**config.mk**
```make
export PLATFORM = sky130hd
export DESIGN_NAME = ppg_top
export DESIGN_NICKNAME = d
export VERILOG_FILES = /design/src/rtl/ppg_pkg.sv /design/src/rtl/ppg_top.sv
export SDC_FILE = /design/constraint.sdc
export NUM_CORES = 2
export LEC_CHECK = 0
export ABC_AREA = 1
export ABC_CLOCK_PERIOD_IN_PS = 42800
export BUFFER_PORTS_ARGS = -buffer_cell sky130_fd_sc_hd__buf_4
export CELL_PAD_IN_SITES_DETAIL_PLACEMENT = 2
export CELL_PAD_IN_SITES_GLOBAL_PLACEMENT = 2
export CORE_ASPECT_RATIO = 0.7
export CORE_MARGIN = 4
export CORE_UTILIZATION = 43
export DETAILED_ROUTE_END_ITERATION = 7
export PLACE_DENSITY = 0.95
export SYNTH_ARGS = -nofsm -noshare
export SYNTH_HDL_FRONTEND = slang
export SYNTH_SLANG_ARGS = --single-unit
```
**constraint.sdc**
```tcl
create_clock -name CLK -period 42.8 [get_ports CLK]
set_input_delay 0 -clock CLK [delete_from_list [all_inputs] [get_ports CLK]]
set_output_delay 0 -clock CLK [all_outputs]
set_load 0.01 [all_outputs]
```
**src/rtl/ppg_pkg.sv**
```systemverilog
// Shared constants and types for the programmable pulse generator
`default_nettype none
package ppg_pkg;
  // Register byte addresses
  localparam logic [4:0] ADDR_CTRL = 5'h00;
  localparam logic [4:0] ADDR_PERIOD = 5'h04;
  localparam logic [4:0] ADDR_DELAY = 5'h08;
  localparam logic [4:0] ADDR_WIDTH = 5'h0C;
  localparam logic [4:0] ADDR_STATUS = 5'h10;
  // Register select codes
  localparam logic [2:0] SEL_CTRL = 3'h0;
  localparam logic [2:0] SEL_PERIOD = 3'h1;
  localparam logic [2:0] SEL_DELAY = 3'h2;
  localparam logic [2:0] SEL_WIDTH = 3'h3;
  localparam logic [2:0] SEL_STATUS = 3'h4;
  localparam logic [2:0] SEL_NONE = 3'h7;
  // Operating modes
  typedef enum logic [1:0] {MODE_CONT, MODE_GATED, MODE_EXT, MODE_MAN} ppg_mode_t;
  // Control register layout
  typedef struct packed {
    logic [27:0] rsvd;
    logic comp;
    logic pair_mode_select;
    ppg_mode_t mode;
  } ppg_ctrl_t;
  // Period, delay and width setting layout: decade range and fine count
  typedef struct packed {
    logic [12:0] rsvd;
    logic [2:0] range;
    logic [15:0] fine;
  } ppg_time_t;
  // Reset values
  localparam logic [31:0] CTRL_RST = 32'h0000_0000;
  localparam logic [31:0] PERIOD_RST = 32'h0001_0002;
  localparam logic [31:0] DELAY_RST = 32'h0000_0000;
  localparam logic [31:0] WIDTH_RST = 32'h0006_0000;
  // Range codes
  localparam logic [2:0] PER_RNG_MAX = 3'h6;
  localparam logic [2:0] WID_RNG_MAX = 3'h5;
  localparam logic [2:0] RNG_SQUARE = 3'h6;
  localparam logic [2:0] RNG_CUSTOM = 3'h7;
  // Status register bits
  localparam int STAT_RUN_BIT = 0;
  localparam int STAT_GATE_BIT = 1;
  localparam int STAT_PULSE_BIT = 2;
  localparam int STAT_SYNC_BIT = 3;
  // Timing
  localparam int CLK_PERIOD_NS = 50;
  localparam int SHORT_PERIOD_NS = 200;
  localparam int SHORT_PER_CYC = (SHORT_PERIOD_NS + CLK_PERIOD_NS - 1) / CLK_PERIOD_NS;
  localparam int MIN_PER_CYC = 2;
  // Duty limits as fractions of 256
  localparam logic [7:0] LIM70_NUM = 8'hB3;
  localparam logic [7:0] LIM30_NUM = 8'h4D;
  localparam int LIM_SHIFT = 8;
  // Bus responses
  localparam logic [1:0] RESP_OKAY = 2'h0;
  localparam logic [1:0] RESP_SLVERR = 2'h2;
endpackage
`default_nettype wire

```
**src/rtl/ppg_top.sv**
```systemverilog
// Programmable pulse generator timing core with AXI4-Lite registers
// Overview of operation
// Continuous mode repeats pulses endlessly at the selected period.
// Triggered mode idles until trigger or button, then one pulse or pair.
// Gated mode runs while the gate input is high, idles while low.
// Gated mode starts its first period on the gate rising edge.
// Pair mode produces two pulses per period in run modes.
// Pair mode places the second pulse's leading edge at the delay setting.
// Pairs appear on main and logic outputs; sync keeps one cycle per period.
// External-width mode takes width and period from the trigger input.
// Complement swaps active and quiescent levels of pulse outputs.
// Complement never touches the sync output.
// Period uses seven decade ranges with fine adjustment in each.
// Width uses six decade ranges.
// Width capped at 70% of period, 50% at the shortest periods.
// Width has a square position and a custom-range position.
// Sync is a half-period square, following the trigger in trigger modes.
// Delay moves the main pulse after sync, plus fixed latency.
// Delay capped at 70% of period, 30% at the shortest periods.
// Triggering and gate opening happen on the input rising edge.
// Four outputs driven together: sync, true, inverted and main.
// Inverted logic output mirrors the true output with levels swapped.
// External fire position holds outputs inactive until a trigger.
// Manual fire position starts one sequence per button press.
// Period, delay and width are loadable cycle counts of one clock.
// Source holds the input low between pulses so each edge counts once.
`default_nettype none
module ppg_top #(
  parameter int CNT_W = 36,
  parameter int CUSTOM_RNG = 2
) (
  // Clock and reset
  input wire logic CLK,
  input wire logic SYS_RST,
  // AXI4-Lite write address and data
  input wire logic [4:0] S_AXI_AWADDR,
  input wire logic S_AXI_AWVALID,
  output logic S_AXI_AWREADY,
  input wire logic [31:0] S_AXI_WDATA,
  input wire logic [3:0] S_AXI_WSTRB,
  input wire logic S_AXI_WVALID,
  output logic S_AXI_WREADY,
  // AXI4-Lite write response
  output logic [1:0] S_AXI_BRESP,
  output logic S_AXI_BVALID,
  input wire logic S_AXI_BREADY,
  // AXI4-Lite read
  input wire logic [4:0] S_AXI_ARADDR,
  input wire logic S_AXI_ARVALID,
  output logic S_AXI_ARREADY,
  output logic [31:0] S_AXI_RDATA,
  output logic [1:0] S_AXI_RRESP,
  output logic S_AXI_RVALID,
  input wire logic S_AXI_RREADY,
  // Front panel inputs
  input wire logic FIRE_GATE_IN,
  input wire logic MANUAL_FIRE_BUTTON,
  // Pulse outputs
  output logic SYNC_OUT,
  output logic LOGIC_OUT,
  output logic LOGIC_OUT_N,
  output logic MAIN_OUT
);

  generate
    if (CNT_W < 36)
      $error("CNT_W must be at least 36 to hold the longest setting");
    if (CUSTOM_RNG < 0 || CUSTOM_RNG > 6)
      $error("CUSTOM_RNG must lie in 0..6");
  endgenerate

  typedef enum logic {ST_IDLE, ST_RUN} ppg_state_t;

  // Address decode shared by read and write paths
  function automatic logic [2:0] reg_sel(input logic [4:0] a);
    if (a == ppg_pkg::ADDR_CTRL)
      reg_sel = ppg_pkg::SEL_CTRL;
    else if (a == ppg_pkg::ADDR_PERIOD)
      reg_sel = ppg_pkg::SEL_PERIOD;
    else if (a == ppg_pkg::ADDR_DELAY)
      reg_sel = ppg_pkg::SEL_DELAY;
    else if (a == ppg_pkg::ADDR_WIDTH)
      reg_sel = ppg_pkg::SEL_WIDTH;
    else if (a == ppg_pkg::ADDR_STATUS)
      reg_sel = ppg_pkg::SEL_STATUS;
    else
      reg_sel = ppg_pkg::SEL_NONE;
  endfunction

  function automatic logic [31:0] merge(input logic [31:0] old, input logic [31:0] d,
                                        input logic [3:0] s);
    merge = old;
    for (int i = 0; i < 4; i++)
      if (s[i])
        merge[i*8 +: 8] = d[i*8 +: 8];
  endfunction

  // Cycles per step of each decade range
  function automatic logic [19:0] decade(input logic [2:0] r);
    case (r)
      3'h0: decade = 20'h00001;
      3'h1: decade = 20'h0000A;
      3'h2: decade = 20'h00064;
      3'h3: decade = 20'h003E8;
      3'h4: decade = 20'h02710;
      3'h5: decade = 20'h186A0;
      default: decade = 20'hF4240;
    endcase
  endfunction

  function automatic logic [CNT_W-1:0] to_cyc(input logic [15:0] f, input logic [2:0] r);
    logic [35:0] p;
    p = {20'h00000, f} * {16'h0000, decade(r)};
    to_cyc = CNT_W'(p);
  endfunction

  function automatic logic [CNT_W-1:0] frac(input logic [CNT_W-1:0] v, input logic [7:0] n);
    logic [CNT_W+7:0] p;
    p = {8'h00, v} * {{CNT_W{1'b0}}, n};
    frac = p[CNT_W+7:ppg_pkg::LIM_SHIFT];
  endfunction

  // Registers
  ppg_pkg::ppg_ctrl_t ctrl_reg;
  ppg_pkg::ppg_time_t period_reg;
  ppg_pkg::ppg_time_t delay_reg;
  ppg_pkg::ppg_time_t width_reg;

  // Bus state
  logic aw_held_reg;
  logic w_held_reg;
  logic [4:0] awaddr_reg;
  logic [31:0] wdata_reg;
  logic [3:0] wstrb_reg;
  logic bvalid_reg;
  logic [1:0] bresp_reg;
  logic rvalid_reg;
  logic [31:0] rdata_reg;
  logic [1:0] rresp_reg;

  // Input synchronisers and edge history
  logic gate_meta_reg;
  logic gate_sync_reg;
  logic gate_prev_reg;
  logic btn_meta_reg;
  logic btn_sync_reg;
  logic btn_prev_reg;

  // Core state
  ppg_state_t state_reg;
  ppg_state_t state_next;
  logic [CNT_W-1:0] phase_reg;
  logic [CNT_W-1:0] phase_next;
  logic sync_reg;
  logic pulse_reg;
  logic pulse_n_reg;

  // Bus handshakes
  wire do_write = aw_held_reg && w_held_reg && !bvalid_reg;
  wire [2:0] wsel = reg_sel(awaddr_reg);
  wire [2:0] rsel = reg_sel(S_AXI_ARADDR);
  wire ar_fire = S_AXI_ARVALID && !rvalid_reg;
  assign S_AXI_AWREADY = !aw_held_reg;
  assign S_AXI_WREADY = !w_held_reg;
  assign S_AXI_ARREADY = !rvalid_reg;
  assign S_AXI_BVALID = bvalid_reg;
  assign S_AXI_BRESP = bresp_reg;
  assign S_AXI_RVALID = rvalid_reg;
  assign S_AXI_RDATA = rdata_reg;
  assign S_AXI_RRESP = rresp_reg;

  // Settings converted to cycle counts
  wire [2:0] per_rng = (period_reg.range > ppg_pkg::PER_RNG_MAX) ? ppg_pkg::PER_RNG_MAX :
                       period_reg.range;
  wire [2:0] cust_rng = 3'(CUSTOM_RNG);
  wire [2:0] del_rng = (delay_reg.range == ppg_pkg::RNG_CUSTOM) ? cust_rng :
                       (delay_reg.range > ppg_pkg::WID_RNG_MAX) ? ppg_pkg::WID_RNG_MAX :
                       delay_reg.range;
  wire [2:0] wid_rng = (width_reg.range == ppg_pkg::RNG_CUSTOM) ? cust_rng :
                       width_reg.range;
  wire square_sel = width_reg.range == ppg_pkg::RNG_SQUARE;
  wire [CNT_W-1:0] per_raw = to_cyc(period_reg.fine, per_rng);
  wire [CNT_W-1:0] per_cyc = (per_raw < CNT_W'(ppg_pkg::MIN_PER_CYC)) ?
                             CNT_W'(ppg_pkg::MIN_PER_CYC) : per_raw;
  wire [CNT_W-1:0] del_raw = to_cyc(delay_reg.fine, del_rng);
  wire [CNT_W-1:0] wid_raw = to_cyc(width_reg.fine, wid_rng);
  wire [CNT_W-1:0] half_per = per_cyc >> 1;

  // Duty limits: shorter periods leave the width and delay paths less room
  wire short_per = per_cyc < CNT_W'(ppg_pkg::SHORT_PER_CYC);
  wire [CNT_W-1:0] lim70 = frac(per_cyc, ppg_pkg::LIM70_NUM);
  wire [CNT_W-1:0] lim30 = frac(per_cyc, ppg_pkg::LIM30_NUM);
  wire [CNT_W-1:0] wid_lim = short_per ? half_per : lim70;
  wire [CNT_W-1:0] del_lim = short_per ? lim30 : lim70;
  wire [CNT_W-1:0] wid_min = (wid_raw == '0) ? CNT_W'(1) : wid_raw;
  wire [CNT_W-1:0] wid_cyc = square_sel ? half_per :
                             (wid_min > wid_lim) ? wid_lim : wid_min;
  wire [CNT_W-1:0] del_cyc = (del_raw > del_lim) ? del_lim : del_raw;

  // Trigger sources
  wire gate_rise = gate_sync_reg && !gate_prev_reg;
  wire btn_rise = btn_sync_reg && !btn_prev_reg;
  ppg_pkg::ppg_mode_t mode;
  assign mode = ctrl_reg.mode;
  wire ext_width = (mode == ppg_pkg::MODE_EXT) && square_sel;
  wire external_fire_position_mode = (mode == ppg_pkg::MODE_EXT) || (mode == ppg_pkg::MODE_MAN);
  wire external_fire_position_level = (mode == ppg_pkg::MODE_MAN) ? btn_sync_reg : gate_sync_reg;
  wire one_shot_start = ((mode == ppg_pkg::MODE_EXT) && !ext_width && gate_rise) ||
                        ((mode == ppg_pkg::MODE_MAN) && btn_rise);
  wire wrap = phase_reg >= per_cyc - CNT_W'(1);

  // Core sequencer
  always_comb
  begin
    state_next = state_reg;
    phase_next = phase_reg + CNT_W'(1);
    case (state_reg)
      ST_IDLE:
      begin
        phase_next = '0;
        if (mode == ppg_pkg::MODE_CONT)
          state_next = ST_RUN;
        else if (mode == ppg_pkg::MODE_GATED && gate_rise)
          state_next = ST_RUN;
        else if (one_shot_start)
          state_next = ST_RUN;
      end
      default:
      begin
        if (mode == ppg_pkg::MODE_GATED && !gate_sync_reg)
        begin
          state_next = ST_IDLE;
          phase_next = '0;
        end
        else if (ext_width)
        begin
          state_next = ST_IDLE;
          phase_next = '0;
        end
        else if (wrap)
        begin
          phase_next = '0;
          if (external_fire_position_mode)
            state_next = ST_IDLE;
        end
      end
    endcase
  end

  // Pulse windows inside the period
  wire running = state_reg == ST_RUN;
  wire after_del = phase_reg >= del_cyc;
  wire del_win = after_del && ((phase_reg - del_cyc) < wid_cyc);
  wire first_win = ctrl_reg.pair_mode_select ? (phase_reg < wid_cyc) : del_win;
  wire second_win = ctrl_reg.pair_mode_select && del_win;
  wire pulse_raw = ext_width ? gate_sync_reg :
                   (running && (first_win || second_win));
  // Sync stays one square cycle per period regardless of pairing
  wire sync_raw = external_fire_position_mode ? external_fire_position_level :
                  (running && (phase_reg < half_per));
  wire pulse_out = pulse_raw ^ ctrl_reg.comp;

  // Synchronisers for the front panel inputs
  always_ff @(posedge CLK)
  begin
    if (SYS_RST)
    begin
      gate_meta_reg <= 1'b0;
      gate_sync_reg <= 1'b0;
      gate_prev_reg <= 1'b0;
      btn_meta_reg <= 1'b0;
      btn_sync_reg <= 1'b0;
      btn_prev_reg <= 1'b0;
    end
    else
    begin
      gate_meta_reg <= FIRE_GATE_IN;
      gate_sync_reg <= gate_meta_reg;
      gate_prev_reg <= gate_sync_reg;
      btn_meta_reg <= MANUAL_FIRE_BUTTON;
      btn_sync_reg <= btn_meta_reg;
      btn_prev_reg <= btn_sync_reg;
    end
  end

  // Sequencer and output flops
  always_ff @(posedge CLK)
  begin
    if (SYS_RST)
    begin
      state_reg <= ST_IDLE;
      phase_reg <= '0;
      sync_reg <= 1'b0;
      pulse_reg <= 1'b0;
      pulse_n_reg <= 1'b1;
    end
    else
    begin
      state_reg <= state_next;
      phase_reg <= phase_next;
      sync_reg <= sync_raw;
      pulse_reg <= pulse_out;
      pulse_n_reg <= !pulse_out;
    end
  end

  assign SYNC_OUT = sync_reg;
  assign LOGIC_OUT = pulse_reg;
  assign LOGIC_OUT_N = pulse_n_reg;
  assign MAIN_OUT = pulse_reg;

  // Write channel: address and data accepted in either order
  always_ff @(posedge CLK)
  begin
    if (SYS_RST)
    begin
      aw_held_reg <= 1'b0;
      w_held_reg <= 1'b0;
      awaddr_reg <= 5'h00;
      wdata_reg <= 32'h0000_0000;
      wstrb_reg <= 4'h0;
    end
    else
    begin
      if (S_AXI_AWVALID && !aw_held_reg)
      begin
        aw_held_reg <= 1'b1;
        awaddr_reg <= S_AXI_AWADDR;
      end
      else if (do_write)
        aw_held_reg <= 1'b0;
      if (S_AXI_WVALID && !w_held_reg)
      begin
        w_held_reg <= 1'b1;
        wdata_reg <= S_AXI_WDATA;
        wstrb_reg <= S_AXI_WSTRB;
      end
      else if (do_write)
        w_held_reg <= 1'b0;
    end
  end

  // Register file and write response
  always_ff @(posedge CLK)
  begin
    if (SYS_RST)
    begin
      ctrl_reg <= ppg_pkg::CTRL_RST;
      period_reg <= ppg_pkg::PERIOD_RST;
      delay_reg <= ppg_pkg::DELAY_RST;
      width_reg <= ppg_pkg::WIDTH_RST;
      bvalid_reg <= 1'b0;
      bresp_reg <= ppg_pkg::RESP_OKAY;
    end
    else
    begin
      if (do_write)
      begin
        bvalid_reg <= 1'b1;
        bresp_reg <= (wsel == ppg_pkg::SEL_NONE) ? ppg_pkg::RESP_SLVERR :
                     ppg_pkg::RESP_OKAY;
        if (wsel == ppg_pkg::SEL_CTRL)
          ctrl_reg <= merge(ctrl_reg, wdata_reg, wstrb_reg) & 32'h0000_000F;
        if (wsel == ppg_pkg::SEL_PERIOD)
          period_reg <= merge(period_reg, wdata_reg, wstrb_reg) & 32'h0007_FFFF;
        if (wsel == ppg_pkg::SEL_DELAY)
          delay_reg <= merge(delay_reg, wdata_reg, wstrb_reg) & 32'h0007_FFFF;
        if (wsel == ppg_pkg::SEL_WIDTH)
          width_reg <= merge(width_reg, wdata_reg, wstrb_reg) & 32'h0007_FFFF;
      end
      else if (bvalid_reg && S_AXI_BREADY)
        bvalid_reg <= 1'b0;
    end
  end

  // Read path
  logic [31:0] status_word;
  always_comb
  begin
    status_word = 32'h0000_0000;
    status_word[ppg_pkg::STAT_RUN_BIT] = running;
    status_word[ppg_pkg::STAT_GATE_BIT] = gate_sync_reg;
    status_word[ppg_pkg::STAT_PULSE_BIT] = pulse_reg;
    status_word[ppg_pkg::STAT_SYNC_BIT] = sync_reg;
  end

  wire [31:0] rd_mux = (rsel == ppg_pkg::SEL_CTRL) ? ctrl_reg :
                       (rsel == ppg_pkg::SEL_PERIOD) ? period_reg :
                       (rsel == ppg_pkg::SEL_DELAY) ? delay_reg :
                       (rsel == ppg_pkg::SEL_WIDTH) ? width_reg :
                       (rsel == ppg_pkg::SEL_STATUS) ? status_word : 32'h0000_0000;

  always_ff @(posedge CLK)
  begin
    if (SYS_RST)
    begin
      rvalid_reg <= 1'b0;
      rdata_reg <= 32'h0000_0000;
      rresp_reg <= ppg_pkg::RESP_OKAY;
    end
    else if (ar_fire)
    begin
      rvalid_reg <= 1'b1;
      rdata_reg <= rd_mux;
      rresp_reg <= (rsel == ppg_pkg::SEL_NONE) ? ppg_pkg::RESP_SLVERR : ppg_pkg::RESP_OKAY;
    end
    else if (rvalid_reg && S_AXI_RREADY)
      rvalid_reg <= 1'b0;
  end

endmodule
`default_nettype wire

```
==> summary.txt, run 1 <==
Clock network
  • Post-CTS Setup Inserts: 0
  • Clk root buf: clkbuf_16
  • Clock sink count: 159
  • CTS Buf Count: 17
  • # resized after CTS: 0
  • CTS max path bufs: 2
  • Post-CTS Hold Buffers: 39
  • H-tree depth: 4

Synth
  • Number of library cell types mapped by synthesis: 73
  • Ys Warns: 0
  • Number of synthesized flops with an enable pin: 0
  • Synth Cell Area: 55900 um^2
  • Mean Syn Cell Area: approximately 7.4 um^2
  • Post-Syn Instances: approximately 7500
  • Seq/Total Area, Yosys: 5.69%
  • Commonest register cell after synthesis: dfxtp_1
  • FFs w/ async S/R, synth: 0%
  • Synthesized flop and latch total: around 160

Floorplanning
  • Die W: about 440 um
  • Starting density of the core: between 40% and 50%
  • Die height: between 300 and 400 um
  • Top-Level Pins: 100
  • # rows: 110

Place
  • Detail Placement HPWL: around 250000 um
  • Buffers added on ports: 70
  • Placed cell areas: between 50000 and 60000 um^2
  • Gpl congestion: between 0.9 and 1
  • Placed insts: between 9000 and 10000

Run status
  • Status: did not finish
  • Error: [ERROR DPL-0033] detailed placement checks failed during check placement.
  • Stopped at: clock tree synthesis (4_1_cts)
==> Yosys cell counts (all sizes together) (2+ instances only) <==
cell type | count | area share, %
inv | 1778 | 12
nand2 | 1326 | 9.0
ha | 914 | 20
fa | 817 | 29
nor2 | 778 | 5.4
a21oi | 502 | 4.5
o21ai | 381 | 3.5
dfxtp | 159 | 5.7
nand3 | 138 | 1.3
clkbuf | 125 | 0.84
xor2 | 104 | 1.6
nand4 | 71 | 0.84
nor3 | 63 | 0.66
xnor2 | 54 | 0.86
buf | 32 | 0.33
a31oi | 30 | 0.34
o21a | 30 | 0.40
o22ai | 22 | 0.25
clkinv | 20 | 0.13
nand3b | 18 | 0.24
o211ai | 18 | 0.24
nor4 | 16 | 0.24
a211oi | 15 | 0.21
o21bai | 15 | 0.21
a21boi | 13 | 0.18
a21o | 13 | 0.17
o221ai | 13 | 0.20
a22oi | 9 | 0.12
a221oi | 8 | 0.13
nor3b | 8 | 0.11
o2111ai | 7 | 0.11
o31ai | 7 | 0.10
or2 | 3 | 0.038
a311oi | 2 | 0.031
and2 | 2 | 0.022
and3 | 2 | 0.022
conb | 2 | 0.013
mux2i | 2 | 0.036
==> kinds of logic after synthesis <==
group,synth area share (%)
flops,5.69
buf+inv,13.2
other cells,0.0134
fa+ha+maj,49.7
xor+xnor,2.50
compound gates,10.8
simple gates,18.0
mux,0.0358
==> through the flow <==
stage | hold WS, ns | worst slack [ns] | utilization (%)
3_5_place_dp | 0.241 | 19.13 | 45.5
3_3_place_gp | 0.231 | 20.79 | 45.5
2_1_floorplan | 0.107 | 26.91 | -
==> run 2: changes to the inputs <==
- CELL_PAD_IN_SITES_DETAIL_PLACEMENT: 2 -> default
- CELL_PAD_IN_SITES_GLOBAL_PLACEMENT: 2 -> default
- CORE_ASPECT_RATIO: 0.7 -> default
- CORE_UTILIZATION: 43 -> 30
- PLACE_DENSITY: 0.95 -> default
- PLACE_DENSITY_LB_ADDON: default -> 0.15
==> summary.txt, run 2 <==
Clock network
  • CTS Buf Count: 17
  • Clock sink count: roughly 160
  • Worst-Skew Late Latency: between 0.5 and 0.6 ns
  • CTS tree: built
  • H-tree depth: 4
  • Clk root buf: clkbuf_16
  • Post-CTS Setup Inserts: 0
  • CTS clk-pin slew, worst paths: 0.08 ns
  • CTS max path bufs: 2

Cells and area
  • Most common cell after layout, fill and taps aside: inv_1
  • Fill count: 20300
  • Share of cells above drive strength 1: approximately 3.6%
  • Nets@finish: between 9000 and 10000
  • P&R area growth vs syn: 8.34%
  • Register area: between 3000 and 4000 um^2
  • Final cell count without fillers: between 10000 and 15000
  • Multi-input logic area: around 46000 um^2
  • Max FFs per register: 36
  • Commonest non-fill, non-tap cells in the layout: inv_1, nand2_1, ha_1
  • Final core area utilization: approximately a third

Timing
  • Part of the cycle the worst path needs: 52.1%
  • Final Max Slew Viols: 0
  • Hold Vio Cnt, Final: 0
  • Unrepaired setup endpoints after global routing: false
  • Fmax: about 45 MHz
  • Final setup margin: 20.51 ns
  • Layout Skew: roughly 0.018 ns
  • Setup_tns: 0 ns
  • Slew HR: roughly a quarter
  • Final setup violation count: 0
  • Worst-margin pin slew: approximately 1.1 ns
  • Tmin final: approximately 22 ns

Synth
  • Post-synthesis mux area share: 0.0358%
  • Synthesized flop and latch total: about 160
  • Share of the synthesized area in the top cell type: 29.3%
  • Commonest register cell after synthesis: dfxtp_1
  • Most frequent cell after synthesis: inv_1
  • Ys Warns: 0
  • Adder-Cell Fraction of Synth Area: about half
  • FFs w/ async S/R, synth: 0%
  • Compound-gate portion of the synthesized area: between 10% and 20%
  • Number of library cell types mapped by synthesis: 73
  • Synth Area in Simple Gates: ~18%
  • Synth Cell Area: between 50000 and 60000 um^2
  • Post-Syn Instances: between 7000 and 8000
  • Mean Syn Cell Area: 7.43 um^2
  • Top post-synthesis cells by area: fa_1, ha_1, inv_1
  • Xor-xnor portion of the synthesized cell area: under 10%
  • Largest family of logic cells by synthesized area: adder cells
  • Yosys top cell by area: fa_1
  • Number of synthesized flops with an enable pin: 0
  • Synth cell count leaders: inv_1, nand2_1, ha_1, fa_1, nor2_1
  • Seq/Total Area, Yosys: under 10%

GRT
  • Total gr overflow: 0
  • Largest net degree at the start of global routing: 75
  • Number of antenna violations at the first check in global routing: 5
  • Gr usage total: between 20 and 25%
  • Vias in the first global route: between 50000 and 60000
  • Global-route wire length before repair: ~310000 um

Place
  • Buffers added on ports: 70
  • Detail Placement HPWL: between 150000 and 200000 um
  • Placed insts: ~10000
  • Worst slack, placed: between 20 and 25 ns
  • Gpl congestion: 0.934

Setup path
  • CP arrival: ~23 ns
  • CP max FO: 62
  • Worst Path Required: approximately 43 ns
  • Worst path max stage delay: 0.69 ns
  • Slowest-stage cell, CP: dfxtp_1
  • Worst path most repeated cell: nand2_1
  • Setup CP Type: reg2reg
  • Startpoint Class: register
  • Worst setup EP type: register

Floorplanning
  • Starting density of the core: roughly 30%
  • Top-Level Pins: 100
  • Die height: roughly 440 um
  • # rows: 158
  • DIE AREA: ~190000 um^2
  • Die W: between 400 and 500 um
  • Core ar.: roughly 190000 um^2

Detailed routing
  • DR vias: a little under 50000
  • Routed Antenna Nets: 0
  • Initial DRC Count: 2930
  • Total wire length: ~210000 um
  • Pre-antenna DRT Iters: 6
  • Post-DR wirelength/cell: 20.4 um
  • Via-to-Cell Ratio: about 4.8
  • # DRC: 0

Flow run
  • Maxcap violations: 0

Power and ir drop
  • Total Power: 1.01 mW
  • Leak: approximately 32 nW
  • Peak VDD IR: roughly 0.000036 V
  • Pwr per Cell Area: 16.7 nW/um^2

Hold path
  • Worst min path class: in2reg

Run status
  • Status: finished clean
run 2: cell counts after synthesis:
No cell type changed its count.
run 2: logic make-up after synthesis:
| logic type | Yosys count |
|---|---|
| AOI/OAI and AO/OA | 1090 |
| adders and majority gates | 1731 |
| muxes | 2 |
| xor gates and xnor gates | 158 |
| and+or+nand+nor | 2430 |
| DFF | 159 |
| buffers and inverters | 1955 |
| other | 2 |
run 2: power breakdown:
part | switching (mW) | leakage, nW | total (mW) | internal, mW
Clock | 0.0845 | 0.285 | 0.163 | 0.0789
Sequential | 0.00663 | 1.29 | 0.158 | 0.151
Combinational | 0.447 | 30.9 | 0.691 | 0.244
run 2: worst max-delay path: cells and delay by family (launching register included):
kind / cells / cell delay, ns
simple gates: 35 / 6.60
xor+xnor: 1 / 0.15
compound gates: 23 / 5.38
flops: 1 / 0.69
buf+inv: 14 / 2.28
fa+ha+maj: 16 / 6.80
run 2: metal layers:
layer	share of wire, %	global-route usage (%)	routed length, um
met1	46	29.3	94300
met2	47	36.2	96500
met3	3.7	1.42	7680
met4	3.9	7.62	8010
met5	0.0048	0	10
run 2: worst paths after layout:
check / startpoint / to / slack (ns) / cells past startpoint
setup / recovery: period_reg[16]$_SDFFE_PP1P_ / LOGIC_OUT_N$_SDFF_PP1_ / 20.51 / 89
hold / removal: S_AXI_RREADY / S_AXI_RVALID$_SDFFE_PP0P_ / 0.06 / 3
setup reg to reg: period_reg[16]$_SDFFE_PP1P_ / LOGIC_OUT_N$_SDFF_PP1_ / 20.51 / 89
hold reg to reg: btn_meta_reg$_SDFF_PP0_ / btn_sync_reg$_SDFF_PP0_ / 0.41 / 2
run 2: final cells by class:
class,count,share of cell area (%)
well taps,2480,5.12
inverters,1798,11.1
diodes,4,0.0165
multi-input cells,5498,75.4
clock buffers,18,0.725
flip-flops and latches,159,5.26
clock inverters,14,0.236
repair buffers,157,2.12
run 2: what timing repair did:
| action | in CTS | in global routing |
|---|---|---|
| setup endpoints to repair | 0 | 0 |
| endpoints found under the hold margin | 59 | 0 |
| hold buffers | 42 | 0 |
| resized for setup | 0 | 0 |
run 2: through the flow:
step	hold slack (ns)	cell area, um^2
after floorplan	0.107	56200
after global placement	0.209	59500
after detailed placement	0.218	59500
after CTS	0.0304	60500
after global routing	0.0149	60600
final	0.0556	60600
(Power assumes the default switching activity.)
